### src/supply_pkg.sv
// package: register map, field positions, enums and structs for the supply arbiter
package supply_pkg;
   // register byte offsets
   localparam logic [7:0] CTRL_OFF     = 8'h00;
   localparam logic [7:0] STATUS_OFF   = 8'h04;
   localparam logic [7:0] EVENT_OFF    = 8'h08;
   localparam logic [7:0] OPTION_OFF   = 8'h0C;
   // control field positions
   localparam int CTRL_CONV_SEL  = 0;
   localparam int CTRL_RANGE_LP  = 1;
   localparam int CTRL_PVD_EN    = 2;
   localparam int CTRL_PVD_FALL  = 3;
   localparam int CTRL_PVD_RISE  = 4;
   localparam int CTRL_WAKE_EN   = 5;
   localparam int CTRL_REFBUF    = 6;
   localparam int CTRL_CLKDET_EN = 7;
   localparam int CTRL_PVD_TH_LO = 8;
   localparam int CTRL_WIDTH     = 11;
   localparam logic [10:0] CTRL_RESET = 11'h000;
   // status field positions
   localparam int ST_CONV_ACT  = 0;
   localparam int ST_LDO_ON    = 1;
   localparam int ST_CONV_ON   = 2;
   localparam int ST_PVD_OUT   = 3;
   localparam int ST_PVM_OK    = 4;
   localparam int ST_EOL       = 5;
   localparam int ST_BATT      = 6;
   localparam int ST_PENDING   = 7;
   localparam int ST_MAINREG   = 8;
   localparam int ST_LPREG     = 9;
   // event field positions (write one to clear)
   localparam int EV_PVD_FALL  = 0;
   localparam int EV_PVD_RISE  = 1;
   localparam int EV_CLK_FAIL  = 2;
   // option field positions
   localparam int OPT_BOR_LVL  = 0;
   localparam logic [2:0] BOR_LEVEL_COUNT = 3'h5;
   localparam logic [2:0] BOR_LEVEL_LOW   = 3'h0;
   // core clock limits in hertz per voltage range
   localparam int unsigned RANGE_HP_MAX_HZ = 48_000_000;
   localparam int unsigned RANGE_LP_MAX_HZ = 16_000_000;
   localparam logic [1:0] RESP_OKAY   = 2'h0;
   localparam logic [1:0] RESP_SLVERR = 2'h2;

   typedef enum logic [3:0] {
      PM_RUN     = 4'b0001,
      PM_STOP0   = 4'b0010,
      PM_STOP12S = 4'b0100,
      PM_SHUTDN  = 4'b1000
   } power_mode_t;

   typedef enum logic [4:0] {
      RADIO_SLEEP   = 5'b00001,
      RADIO_CALIB   = 5'b00010,
      RADIO_STDBY   = 5'b00100,
      RADIO_STDBYX  = 5'b01000,
      RADIO_ACTIVE  = 5'b10000
   } radio_state_t;

   typedef enum logic [2:0] {
      SUP_LDO    = 3'b001,
      SUP_CONV   = 3'b010,
      SUP_OFF    = 3'b100
   } supply_state_t;

   // analog comparator outputs, all from pins
   typedef struct packed {
      logic vdd_present;
      logic pvd_above;
      logic vdda_ok;
      logic eol_low;
      logic conv_clk_ok;
   } analog_in_t;

   // radio commands
   typedef struct packed {
      radio_state_t state;
      logic         sel_valid;
      logic         sel_conv;
      logic         clkdet_en;
   } radio_req_t;
endpackage

### src/supply_mode_arbiter.sv
// supply mode arbiter, supervisor and register slave on AXI4-Lite
//
// The AXI4-Lite register port and the address map were decided locally.
`timescale 1ns/100ps
module supply_mode_arbiter
   import supply_pkg::*;
(
   input  wire logic         aclk,
   input  wire logic         aresetn,
   input  wire logic [7:0]   s_axi_awaddr,
   input  wire logic         s_axi_awvalid,
   output logic              s_axi_awready,
   input  wire logic [31:0]  s_axi_wdata,
   input  wire logic [3:0]   s_axi_wstrb,
   input  wire logic         s_axi_wvalid,
   output logic              s_axi_wready,
   output logic [1:0]        s_axi_bresp,
   output logic              s_axi_bvalid,
   input  wire logic         s_axi_bready,
   input  wire logic [7:0]   s_axi_araddr,
   input  wire logic         s_axi_arvalid,
   output logic              s_axi_arready,
   output logic [31:0]       s_axi_rdata,
   output logic [1:0]        s_axi_rresp,
   output logic              s_axi_rvalid,
   input  wire logic         s_axi_rready,
   input  wire power_mode_t  power_mode,
   input  wire radio_req_t   radio_req,
   input  wire analog_in_t   analog_pins,
   input  wire logic [2:0]   bor_option,
   input  wire logic         bor_above_lvl,
   input  wire logic         conv_switch_done,
   input  wire logic         wake_source,
   output logic              ldo_enable,
   output logic              conv_enable,
   output logic              brownout_reset,
   output logic              pvd_irq,
   output logic              pvd_wakeup,
   output logic              battery_select,
   output logic              wake_out,
   output logic              refbuf_level_select,
   output logic              range_low_power,
   output logic              flash_extra_wait,
   output logic              main_core_regulator_en,
   output logic              low_power_core_regulator_en
);
   // pins pass two flops before use
   analog_in_t                 ana_meta_reg;
   analog_in_t                 ana_reg;
   logic [2:0]                 bor_sync_meta_reg;
   logic [2:0]                 bor_sync_reg;
   always_ff @(posedge aclk) begin
      ana_meta_reg      <= analog_pins;
      ana_reg           <= ana_meta_reg;
      bor_sync_meta_reg <= {bor_above_lvl, conv_switch_done, wake_source};
      bor_sync_reg      <= bor_sync_meta_reg;
   end
   logic bor_above;
   logic switch_done;
   logic wake_in;
   assign bor_above   = bor_sync_reg[2];
   assign switch_done = bor_sync_reg[1];
   assign wake_in     = bor_sync_reg[0];

   logic [CTRL_WIDTH-1:0] ctrl_reg;
   logic [2:0]            bor_level_reg;
   logic [2:0]            event_reg;
   supply_state_t         sup_reg;
   supply_state_t         sup_next;
   logic                  conv_act_reg;
   logic                  pvd_prev_reg;
   logic                  pending_reg;

   // bus slave: one write and one read under way at a time
   logic        aw_held_reg;
   logic        w_held_reg;
   logic [7:0]  awaddr_reg;
   logic [31:0] wdata_reg;
   logic [3:0]  wstrb_reg;
   logic        wr_fire;
   assign s_axi_awready = !aw_held_reg && !s_axi_bvalid;
   assign s_axi_wready  = !w_held_reg && !s_axi_bvalid;
   assign wr_fire       = aw_held_reg && w_held_reg && !s_axi_bvalid;
   assign s_axi_arready = !s_axi_rvalid;

   always_ff @(posedge aclk) begin
      if (!aresetn) begin
         aw_held_reg  <= 1'b0;
         w_held_reg   <= 1'b0;
         awaddr_reg   <= 8'h00;
         wdata_reg    <= 32'h0000_0000;
         wstrb_reg    <= 4'h0;
         s_axi_bvalid <= 1'b0;
         s_axi_bresp  <= RESP_OKAY;
      end else begin
         if (s_axi_awvalid && s_axi_awready) begin
            aw_held_reg <= 1'b1;
            awaddr_reg  <= s_axi_awaddr;
         end
         if (s_axi_wvalid && s_axi_wready) begin
            w_held_reg <= 1'b1;
            wdata_reg  <= s_axi_wdata;
            wstrb_reg  <= s_axi_wstrb;
         end
         if (wr_fire) begin
            aw_held_reg  <= 1'b0;
            w_held_reg   <= 1'b0;
            s_axi_bvalid <= 1'b1;
            s_axi_bresp  <= (awaddr_reg == CTRL_OFF || awaddr_reg == EVENT_OFF ||
                             awaddr_reg == OPTION_OFF) ? RESP_OKAY : RESP_SLVERR;
         end else if (s_axi_bready) begin
            s_axi_bvalid <= 1'b0;
         end
      end
   end

   logic wr_ctrl;
   logic wr_event;
   logic wr_option;
   assign wr_ctrl   = wr_fire && awaddr_reg == CTRL_OFF;
   assign wr_event  = wr_fire && awaddr_reg == EVENT_OFF && wstrb_reg[0];
   assign wr_option = wr_fire && awaddr_reg == OPTION_OFF && wstrb_reg[0];

   // control register, kept in the retained domain so stop/standby keep it
   always_ff @(posedge aclk) begin
      if (!aresetn) begin
         ctrl_reg <= CTRL_RESET;
      end else if (wr_ctrl) begin
         if (wstrb_reg[0]) ctrl_reg[7:0] <= wdata_reg[7:0];
         if (wstrb_reg[1]) ctrl_reg[CTRL_WIDTH-1:8] <= wdata_reg[CTRL_WIDTH-1:8];
      end
   end

   // brownout option, one of five levels; out-of-range writes ignored
   always_ff @(posedge aclk) begin
      if (!aresetn) begin
         bor_level_reg <= BOR_LEVEL_LOW;
      end else if (wr_option && wdata_reg[OPT_BOR_LVL +: 3] < BOR_LEVEL_COUNT) begin
         bor_level_reg <= wdata_reg[OPT_BOR_LVL +: 3];
      end
   end

   // brownout: comparator at selected level, lowest level always active
   logic bor_level_on;
   assign bor_level_on   = bor_level_reg == BOR_LEVEL_LOW || power_mode != PM_SHUTDN;
   assign brownout_reset = bor_level_on && !bor_above;

   // radio arbitration
   logic radio_busy;
   logic want_conv;
   logic deep_low;
   logic clk_fail;
   assign radio_busy = radio_req.state == RADIO_STDBYX || radio_req.state == RADIO_ACTIVE;
   assign want_conv  = ctrl_reg[CTRL_CONV_SEL] ||
                       (radio_req.sel_valid && radio_req.sel_conv);
   assign deep_low   = power_mode == PM_STOP12S && radio_req.state != RADIO_ACTIVE;
   assign clk_fail   = (ctrl_reg[CTRL_CLKDET_EN] || radio_req.clkdet_en) &&
                       !ana_reg.conv_clk_ok;

   always_comb begin
      sup_next = sup_reg;
      unique case (sup_reg)
         SUP_OFF: begin
            if (!deep_low) sup_next = ctrl_reg[CTRL_CONV_SEL] ? SUP_CONV : SUP_LDO;
         end
         SUP_LDO: begin
            if (deep_low) sup_next = SUP_OFF;
            else if (want_conv && !radio_busy && !clk_fail) sup_next = SUP_CONV;
         end
         SUP_CONV: begin
            if (clk_fail) sup_next = SUP_LDO;
            else if (deep_low) sup_next = SUP_OFF;
            else if (!want_conv && !radio_busy) sup_next = SUP_LDO;
         end
         default: sup_next = SUP_LDO;
      endcase
   end

   always_ff @(posedge aclk) begin
      if (!aresetn) sup_reg <= SUP_LDO;
      else sup_reg <= sup_next;
   end

   always_ff @(posedge aclk) begin
      if (!aresetn) pending_reg <= 1'b0;
      else pending_reg <= want_conv != (sup_reg == SUP_CONV);
   end

   // status follows only once the analog switch reports done
   always_ff @(posedge aclk) begin
      if (!aresetn) conv_act_reg <= 1'b0;
      else if (switch_done) conv_act_reg <= sup_reg == SUP_CONV;
   end

   // enables: linear always backs up the converter except when off
   always_ff @(posedge aclk) begin
      if (!aresetn) begin
         ldo_enable  <= 1'b1;
         conv_enable <= 1'b0;
      end else begin
         ldo_enable  <= sup_next != SUP_OFF;
         conv_enable <= sup_next == SUP_CONV;
      end
   end

   // core regulators and range
   always_ff @(posedge aclk) begin
      if (!aresetn) begin
         main_core_regulator_en      <= 1'b1;
         low_power_core_regulator_en <= 1'b1;
         range_low_power             <= 1'b0;
         flash_extra_wait            <= 1'b0;
         refbuf_level_select         <= 1'b0;
      end else begin
         main_core_regulator_en      <= power_mode == PM_RUN || power_mode == PM_STOP0;
         low_power_core_regulator_en <= power_mode != PM_SHUTDN;
         range_low_power             <= ctrl_reg[CTRL_RANGE_LP];
         flash_extra_wait            <= ctrl_reg[CTRL_RANGE_LP];
         refbuf_level_select         <= ctrl_reg[CTRL_REFBUF];
      end
   end

   // voltage detector edges
   logic pvd_on;
   logic pvd_fall;
   logic pvd_rise;
   assign pvd_on   = ctrl_reg[CTRL_PVD_EN] && power_mode != PM_SHUTDN;
   assign pvd_fall = pvd_on && pvd_prev_reg && !ana_reg.pvd_above;
   assign pvd_rise = pvd_on && !pvd_prev_reg && ana_reg.pvd_above;

   always_ff @(posedge aclk) begin
      if (!aresetn) pvd_prev_reg <= 1'b1;
      else pvd_prev_reg <= ana_reg.pvd_above;
   end

   // sticky events; a new event beats a same-cycle clear
   always_ff @(posedge aclk) begin
      if (!aresetn) begin
         event_reg <= 3'h0;
      end else begin
         event_reg <= (event_reg & ~(wr_event ? wdata_reg[2:0] : 3'h0)) |
                      {clk_fail && sup_reg == SUP_CONV,
                       pvd_rise && ctrl_reg[CTRL_PVD_RISE],
                       pvd_fall && ctrl_reg[CTRL_PVD_FALL]};
      end
   end

   always_ff @(posedge aclk) begin
      if (!aresetn) begin
         pvd_irq    <= 1'b0;
         pvd_wakeup <= 1'b0;
      end else begin
         pvd_irq    <= event_reg[EV_PVD_FALL] || event_reg[EV_PVD_RISE];
         pvd_wakeup <= pvd_fall && ctrl_reg[CTRL_WAKE_EN];
      end
   end

   // battery domain
   always_ff @(posedge aclk) begin
      if (!aresetn) begin
         battery_select <= 1'b0;
         wake_out       <= 1'b0;
      end else begin
         battery_select <= !ana_reg.vdd_present;
         wake_out       <= wake_in && ana_reg.vdd_present;
      end
   end

   // read path
   logic [31:0] status_word;
   always_comb begin
      status_word              = 32'h0000_0000;
      status_word[ST_CONV_ACT] = conv_act_reg;
      status_word[ST_LDO_ON]   = ldo_enable;
      status_word[ST_CONV_ON]  = conv_enable;
      status_word[ST_PVD_OUT]  = !ana_reg.pvd_above;
      status_word[ST_PVM_OK]   = ana_reg.vdda_ok;
      status_word[ST_EOL]      = ana_reg.eol_low;
      status_word[ST_BATT]     = battery_select;
      status_word[ST_PENDING]  = pending_reg;
      status_word[ST_MAINREG]  = main_core_regulator_en;
      status_word[ST_LPREG]    = low_power_core_regulator_en;
   end

   always_ff @(posedge aclk) begin
      if (!aresetn) begin
         s_axi_rvalid <= 1'b0;
         s_axi_rdata  <= 32'h0000_0000;
         s_axi_rresp  <= RESP_OKAY;
      end else if (s_axi_arvalid && s_axi_arready) begin
         s_axi_rvalid <= 1'b1;
         s_axi_rresp  <= RESP_OKAY;
         unique case (s_axi_araddr)
            CTRL_OFF:   s_axi_rdata <= {21'h0, ctrl_reg};
            STATUS_OFF: s_axi_rdata <= status_word;
            EVENT_OFF:  s_axi_rdata <= {29'h0, event_reg};
            OPTION_OFF: s_axi_rdata <= {29'h0, bor_level_reg};
            default: begin
               s_axi_rdata <= 32'h0000_0000;
               s_axi_rresp <= RESP_SLVERR;
            end
         endcase
      end else if (s_axi_rready) begin
         s_axi_rvalid <= 1'b0;
      end
   end
endmodule // supply_mode_arbiter

### config.mk
export PLATFORM = sky130hd
export DESIGN_NAME = supply_mode_arbiter
export DESIGN_NICKNAME = d
export VERILOG_FILES = /design/src/supply_pkg.sv /design/src/supply_mode_arbiter.sv
export SDC_FILE = /design/constraint.sdc
export NUM_CORES = 1
export LEC_CHECK = 0
export BUFFER_PORTS_ARGS = -buffer_cell sky130_fd_sc_hd__buf_2
export CAP_MARGIN = 30
export CORE_UTILIZATION = 35
export DETAILED_ROUTE_END_ITERATION = 6
export SLEW_MARGIN = 25
export SYNTH_ARGS = -nofsm -noshare
export SYNTH_HDL_FRONTEND = slang
export SYNTH_SLANG_ARGS = --single-unit
### constraint.sdc
create_clock -name aclk -period 2.3 [get_ports aclk]
set_input_delay 0.345 -clock aclk [delete_from_list [all_inputs] [get_ports aclk]]
set_output_delay 0.345 -clock aclk [all_outputs]
set_load 0.05 [all_outputs]
==> results of run 1 <==
==> placed cells by master, fill, tap and decap left out, types with 2 or more instances in the layout <==
| cell type | count |
|---|---|
| sky130_fd_sc_hd__or3b_2 | 2 |
| sky130_fd_sc_hd__nand2_1 | 52 |
| sky130_fd_sc_hd__o31ai_1 | 3 |
| sky130_fd_sc_hd__xnor2_1 | 2 |
| sky130_fd_sc_hd__or4_1 | 4 |
| sky130_fd_sc_hd__nand3_1 | 2 |
| sky130_fd_sc_hd__or3_1 | 2 |
| sky130_fd_sc_hd__dfxtp_1 | 87 |
| sky130_fd_sc_hd__o21ai_0 | 3 |
| sky130_fd_sc_hd__a41o_1 | 2 |
| sky130_fd_sc_hd__mux2i_1 | 12 |
| sky130_fd_sc_hd__nand2b_1 | 8 |
| sky130_fd_sc_hd__and2_1 | 4 |
| sky130_fd_sc_hd__mux2_2 | 6 |
| sky130_fd_sc_hd__mux4_2 | 3 |
| sky130_fd_sc_hd__nand3b_1 | 4 |
| sky130_fd_sc_hd__or2_2 | 2 |
| sky130_fd_sc_hd__clkbuf_8 | 11 |
| sky130_fd_sc_hd__a21o_1 | 2 |
| sky130_fd_sc_hd__a211oi_1 | 2 |
| sky130_fd_sc_hd__buf_4 | 6 |
| sky130_fd_sc_hd__a22oi_1 | 10 |
| sky130_fd_sc_hd__buf_2 | 85 |
| sky130_fd_sc_hd__nor2b_1 | 4 |
| sky130_fd_sc_hd__nor4_1 | 3 |
| sky130_fd_sc_hd__nor2_1 | 40 |
| sky130_fd_sc_hd__conb_1 | 23 |
| sky130_fd_sc_hd__inv_1 | 6 |
| sky130_fd_sc_hd__a21oi_1 | 30 |
| sky130_fd_sc_hd__nor3_1 | 6 |
| sky130_fd_sc_hd__bufinv_16 | 4 |
==> power groups by stage <==
| stage | clock network [mW] | logic, mW | registers [mW] |
|---|---|---|---|
| floorplan | 0 | 0.297 | 1.66 |
| global placement | 0 | 0.399 | 1.64 |
| detailed placement | 0 | 0.403 | 1.64 |
| CTS | 1.45 | 0.405 | 1.60 |
| global route | 1.52 | 0.438 | 1.61 |
| finish | 1.42 | 0.401 | 1.60 |
==> worst max path at each step <==
stage          depth (start not counted)                       endpoint                        from
3_3_place_gp                           4  bor_level_reg[1]$_SDFFE_PN0P_  awaddr_reg[7]$_SDFFE_PN0P_
3_5_place_dp                           4  bor_level_reg[1]$_SDFFE_PN0P_  awaddr_reg[7]$_SDFFE_PN0P_
6_report                               4  bor_level_reg[1]$_SDFFE_PN0P_  awaddr_reg[7]$_SDFFE_PN0P_
5_1_grt                                4       ctrl_reg[9]$_SDFFE_PN0P_  awaddr_reg[7]$_SDFFE_PN0P_
4_1_cts                                4  bor_level_reg[1]$_SDFFE_PN0P_  awaddr_reg[7]$_SDFFE_PN0P_
2_1_floorplan                          5      wdata_reg[1]$_SDFFE_PN0P_   s_axi_bvalid$_SDFFE_PN0P_
==> critical path, stage by stage, from the launching register on <==
cell                       delay, ps
sky130_fd_sc_hd__dfxtp_1         320
sky130_fd_sc_hd__or4_1           680
sky130_fd_sc_hd__or4_1           570
sky130_fd_sc_hd__a211oi_1        240
sky130_fd_sc_hd__nor3_1           70
==> per-stage QoR <==
stage / area, sq um / util (%) / hold slack [ps] / power, mW
after floorplan: 3450 / - / 310 / 1.96
after global placement: 3860 / 41.6 / 310 / 2.04
after detailed placement: 3860 / 41.6 / 312 / 2.04
after CTS: 4140 / 44.6 / 80.0 / 3.46
after global routing: 4140 / 44.6 / 75.3 / 3.57
final: 4140 / 44.6 / 97.0 / 3.42
==> per-layer routing <==
layer	vias to the layer above	GRT usage [%]	part of all wire (%)
li1	1358	-	-
met1	1200	20.5	48
met2	89	25.3	46
met3	8	2.86	5.4
met4	0	5.69	0.62
met5	-	0	0
==> layout make-up <==
cell class / count / area share, %
clock buffer: 11 / 3.65
clock inverter: 5 / 3.08
inverter: 7 / 0.634
multi-input combinational: 250 / 34.9
sequential: 87 / 42.0
tap: 129 / 3.89
timing repair buffer: 92 / 11.8
==> cells by family after synthesis <==
logic type | synth area share (%)
XOR/XNOR | 0.781
flip-flops | 51.8
other | 0.111
AO/OA/AOI/OAI | 11.1
AND/OR/NAND/NOR | 20.9
buffers and inverters | 7.73
multiplexers | 7.59
==> metrics list, run 1 <==
- Global-route total usage across every layer: 15.5%
- Clock tree synthesis found a total of 87 sinks.
* Num CTS Buffers: 9
- Inst Count DP: 565
- Sorting the synthesized cells by how often they occur yields sky130_fd_sc_hd__dfxtp_1, sky130_fd_sc_hd__nand2_1, sky130_fd_sc_hd__nor2_1.
- The clock network accounts for 41.4% of the total power.
- The flow ran to the end, and the final reports show no timing, DRC or antenna violations.
* Total global routing overflow: 0
- Register cell area after layout: 0.00174 sq mm
* Antenna violation net count after detailed routing: 0
* Worst Hold Path Cells: 1
- Routed via count divided by cell count: 4.57
* Core area: 0.00928 sq mm
- Detailed placement ended at an HPWL of 5430 um.
- In this run, flip-flops and latches consume 46.8% of the power.
- Before antenna repair, the detailed router went through 4 iterations.
- In this run, distinct cell masters in the synthesized netlist total 50.
* Clock-pin slew on the worst setup and hold paths: 80 ps
* Synth Cell Area: 0.00336 sq mm
* Crit Path Class: reg2reg
* Final cell count without fillers: 581
- For the worst-skew pair, the clock arrives at the later sink with an insertion delay of 350 ps.
- STA classifies the critical path startpoint as a flip-flop.
* Largest net degree at the start of global routing: 32
* Layout cells sized above 1: 27.9%
* Syn-to-layout area delta: 23.2%
- Dividing the final minimum period by the clock period gives 86.8%.
* Leading post-synthesis cells by cell area: sky130_fd_sc_hd__dfxtp_1, sky130_fd_sc_hd__nand2_1, sky130_fd_sc_hd__buf_4
* Sequential fraction of the synthesis area: 51.8%
- Power spread over the standard cell area amounts to 826 mW/mm^2.
- Timing analysis after detailed placement gives a worst setup slack of 305 ps.
- Resized Gates After CTS: 0
- Required time of the critical path: 2520 ps
* Net load switching power: 0.848 mW
* Remaining max-slew budget at the tightest pin: 51.6%
- Synthesis handed over a netlist of 360 instances.
- Total wire length: 7460 um
* Die Span Y: 100 um
* Number of enable flip-flop cells after synthesis: 0
* Maximum frequency from static timing analysis: 501 MHz
- Combinational logic burns 11.7% of the power.
- Maximum net fanout on the critical path: 6
- Count of pins on the block boundary: 135
- Static leakage: 1.82 nW
* Slew at the pin closest to its max-slew limit: 725 ps
- The worst setup path is captured at a flip-flop.
* Worst IR Drop VDD: 363 uV
- Summing all multi-input logic gate instances after layout gives 0.00145 sq mm.
- Final routed DRC violation total: 0
- The number of antenna violations at the first check in global routing came to 0.
- At the end of routability-driven placement, the weighted congestion stood at 0.785.
- Measured along the x axis, the die boundary spans 100 um.
* Arrival time of data at the critical path endpoint: 2210 ps
* Post-layout nets: 529
- Crit path setup slack, layout: 303 ps
- Worst min-delay path startpoint: wake_source
- CTS hold repair buffers: 0
* Total of fill cells in the finished design: 955
- Syn_area_per_cell: 9.35 sq um
* Tmin final: 2000 ps
- The number of max-slew violations in the final report came to 0.
- In this run, synthesis produced a sequential element count of 87.
* Accumulated negative setup slack: 0 ps
- Summed over all instances, the cell type with the most area after synthesis is sky130_fd_sc_hd__dfxtp_1.
- Cell internal power was estimated by the tool at 2.57 mW.
- The setup check on the worst reg-to-reg path leaves a slack of 300 ps.
- For this block, the initial DRC count from the detailed router was 99.
- Final-report hold violation count: 0
- The repair_antennas step left the layout with diodes totalling 0.
- Die Footprint: 0.0100 sq mm
- In this run the critical register-to-register path is captured at bor_level_reg[1]$_SDFFE_PN0P_.
- Number of global-route vias before repair: 2483
- In the final routed layout, each cell accounts on average for 12.8 um.
- The number of setup buffers added after CTS is 0.
- Net switching is 24.8% of the power.
* Launch point of the worst reg-to-reg path: awaddr_reg[7]$_SDFFE_PN0P_
* Maximum clock path buffer count: 2
* Depth of the worst register-to-register path: 4
- The initial utilization of the core area, before any placement, comes to 36.2%.
* CTS Root Buffer Type: sky130_fd_sc_hd__clkbuf_8
* Unrepaired setup endpoints after global routing: false
- Class of the worst hold path: in2reg
- Port buffering added 85 buffers.
- Top_reg_cell synth: sky130_fd_sc_hd__dfxtp_1
- Final setup skew: 8.07 ps
- The worst hold path terminates at bor_sync_meta_reg[0]$_DFF_P_.
- The Yosys step of the flow raised 0 warnings.
- In this run the biggest area consumer among cell types represents 51.8% of the synthesized area.
* Number of cell rows: 35
- Share of synthesized registers carrying an async set or reset: 0%
- Total number of vias: 2655
- First-pass GRT wire length: 12000 um
* Max-cap viol count: 0
- Yosys instantiated no cell more often than sky130_fd_sc_hd__dfxtp_1.
* Clock tree from TritonCTS: built
- CTS built an H-tree with a depth of 3.
- Setup violations remaining at the end of the flow were counted as 0.
Power figures use the tool's default switching activity.
==> run 2: changes to the inputs <==
--- a/config.mk
+++ b/config.mk
@@ -9,6 +9,7 @@
 export CAP_MARGIN = 30
 export CORE_UTILIZATION = 35
 export DETAILED_ROUTE_END_ITERATION = 6
+export RECOVER_POWER = 100
 export SLEW_MARGIN = 25
 export SYNTH_ARGS = -nofsm -noshare
 export SYNTH_HDL_FRONTEND = slang
==> run 2 against run 1 <==
Against the previous run: non-clock buffer count unchanged; routed wire length increased by 0.36%; critical path depth decreased by 1; setup slack got worse by 110 ps; largest power group unchanged; global-route usage unchanged; hold slack improved by 2.4 ps.
==> metrics list, run 2 (synthesis gave the netlist of run 1 again) <==
* Result of the run: complete, no violations
* Inst Count DP: 565 (unchanged)
* Total global routing overflow: 0 (unchanged)
* Clock Sinks: 87 (unchanged)
- STA classifies the critical path startpoint as a flip-flop.
- The final hold violation count came to 0 (unchanged).
- Max-cap viol count: 0 (unchanged)
- The tightest hold margin is 99.4 ps (+2.41 ps).
- Accumulated negative setup slack: 0 ps (unchanged)
- The maximum single-stage delay on the critical path is 480 ps (-200 ps).
- Static leakage: 1.68 nW (-7.7%)
- The horizontal die dimension was 100 um (unchanged).
* Post-CTS repair timing setup buffer count: 0 (unchanged)
- Combinational share of power: 11.5% (-0.2 points)
- Global placer's final weighted congestion: 0.785 (unchanged)
- The power per standard cell area came to 838 mW/mm^2 (+1.4%).
- The via count of the first global-routing pass is 2483 (unchanged).
- The first-iteration detailed-routing DRC count is 103 (+4.0%).
- CP Capture Type: output port
* CTS hold repair buffers: 0 (unchanged)
- Global-route total usage across every layer: 15.5% (unchanged)
- The number of antenna-violating nets in the routed design came to 0 (unchanged).
* Cell family with most CP delay: buffers and inverters
- Worst-Skew Late Latency: 340 ps (about the same)
* Initial cell density of the core: 36.2% (unchanged)
- The library cell used most frequently in the layout, excluding fill and tap cells, is sky130_fd_sc_hd__dfxtp_1.
- Crit Path Class: reg2out
- Cell Area, Placed: 0.00386 sq mm (unchanged)
- The setup-violating endpoint count in the final report is 0 (unchanged).
* Die Span Y: 100 um (unchanged)
- The number of max-slew violations in the final report is 0 (unchanged).
- The post-detailed-route DRC marker count is 0 (unchanged).
- The number of standard-cell rows in the floorplan was 35 (unchanged).
- The area of the core region is 0.00928 sq mm (unchanged).
* Register cell area after layout: 0.00174 sq mm (unchanged)
- Tmin final: 2110 ps (+115 ps)
- The critical path required time came to 1960 ps (-560 ps).
- Slew at the pin closest to its max-slew limit: 1010 ps (+286 ps)
- Resized Gates After CTS: 0 (unchanged)
- Crit share post-route: 91.8% (+5.0 points)
* Worst-path cell with the longest stage delay: sky130_fd_sc_hd__clkbuf_1
* Area of the multi-input gates: 0.00145 sq mm (unchanged)
- The HPWL after detailed placement is 5430 um (unchanged).
- The maximum number of pins on one net before global-route repair was 32 (unchanged).
- The ratio of routed vias to standard cells is 4.56 (-0.15%).
- Clock-pin slew on the worst setup and hold paths: 90 ps (about the same)
* Post-layout nets: 529 (unchanged)
* Share of total power in sequential cells: 47.0% (+0.2 points)
- Initial antenna violation count: 0 (unchanged)
- Maximum clock path buffer count: 2 (unchanged)
- Maximum frequency from static timing analysis: 474 MHz (-5.4%)
- Die Footprint: 0.0100 sq mm (unchanged)
- Arrival time of data at the critical path endpoint: 1770 ps (-440 ps)
- The buffers plus inverters on the worst setup path came to 1 (+1).
* Class of the worst hold path: in2reg
* Net load switching power: 0.847 mW (-0.14%)
* Final setup skew: 7.00 ps (-1.07 ps)
- Pre-antenna DRT Iters: 5 (+1)
- CTS Root Buffer Type: sky130_fd_sc_hd__clkbuf_8
- Antenna diode instance count: 0 (unchanged)
- Num CTS Buffers: 9 (unchanged)
- Port Buffers: 85 (unchanged)
- The total via count after detailed routing is 2651 (-0.15%).
- Post-DR wirelength/cell: 12.9 um (+0.36%)
- Clock tree from TritonCTS: built
- Area of all placed cells without fillers: 0.00407 sq mm (-1.8%)
- Critical-path cell list: or3_1 > a21oi_1 > clkbuf_1
- The overall routed net length was 7490 um (+0.36%).
* Int Power: 2.56 mW (-0.39%)
- Total of fill cells in the finished design: 985 (+3.1%)
* Unrepaired setup endpoints after global routing: false
* Count of pins on the block boundary: 135 (unchanged)
- The peak fanout along the critical path came to 3 (-3).
* Commonest non-fill, non-tap cells in the layout: sky130_fd_sc_hd__dfxtp_1, sky130_fd_sc_hd__buf_2, sky130_fd_sc_hd__nand2_1
- The worst max-slew margin expressed relative to the limit was 32.6% (-19 points).
- The overall power came to 3.41 mW (-0.33%).
- The clock group share of total power was 41.5% (about the same).
- Worst IR Drop VDD: 363 uV (about the same)
- The fraction of final layout cells sized beyond drive strength 1 came to 19.7% (-8.2 points).
* First-pass GRT wire length: 12000 um (unchanged)
* Syn-to-layout area delta: 21.0%
- The number of H-tree levels was 3 (unchanged).
- Net switching share of the total power: 24.8% (+0.047 points)
* Final cell count without fillers: 581 (unchanged)
==> run 2: power by group through the flow <==
stage | clock network (mW) | logic (mW) | registers, mW
3_3_place_gp | 0 | 0.399 | 1.64
2_1_floorplan | 0 | 0.297 | 1.66
3_5_place_dp | 0 | 0.403 | 1.64
5_1_grt | 1.52 | 0.427 | 1.61
6_report | 1.42 | 0.392 | 1.60
4_1_cts | 1.45 | 0.405 | 1.60
==> run 2: worst paths after layout <==
check | start | slack (ps) | endpoint | cells after the start
worst min-delay path | wake_source | 100 | bor_sync_meta_reg[0]$_DFF_P_ | 1
worst max-delay path | bor_level_reg[0]$_SDFFE_PN0P_ | 190 | brownout_reset | 3
worst min register to register | ana_meta_reg[1]$_DFF_P_ | 330 | ana_reg[1]$_DFF_P_ | 0
worst max register to register | awaddr_reg[7]$_SDFFE_PN0P_ | 280 | bor_level_reg[1]$_SDFFE_PN0P_ | 4
==> run 2: worst reg2reg max path, cell delays in order (launching register included) <==
cell	delay [ps]
sky130_fd_sc_hd__dfxtp_1	320
sky130_fd_sc_hd__or4_1	680
sky130_fd_sc_hd__or4_1	570
sky130_fd_sc_hd__a211oi_1	240
sky130_fd_sc_hd__nor3_1	70
==> run 2: layer usage <==
| metal | wire (um) | vias up | GRT usage [%] |
|---|---|---|---|
| met5 | 0 | - | 0 |
| met4 | 38 | 0 | 5.69 |
| met3 | 383 | 6 | 2.86 |
| met2 | 3480 | 84 | 25.3 |
| met1 | 3590 | 1205 | 20.5 |
| li1 | - | 1356 | - |
==> run 2: through the flow <==
stage	utilization (%)	setup slack, ps
after CTS	44.6	290
after global placement	41.6	328
after floorplan	-	186
after detailed placement	41.6	305
final	43.9	188
after global routing	43.9	119
==> run 2: final cells by class <==
type                    instances  area share [%]
flip-flops and latches         87            42.8
multi-input cells             250            35.5
repair buffers                 92            10.3
well taps                     129            3.96
clock buffers                  11            3.72
clock inverters                 5            3.13
inverters                       7           0.645
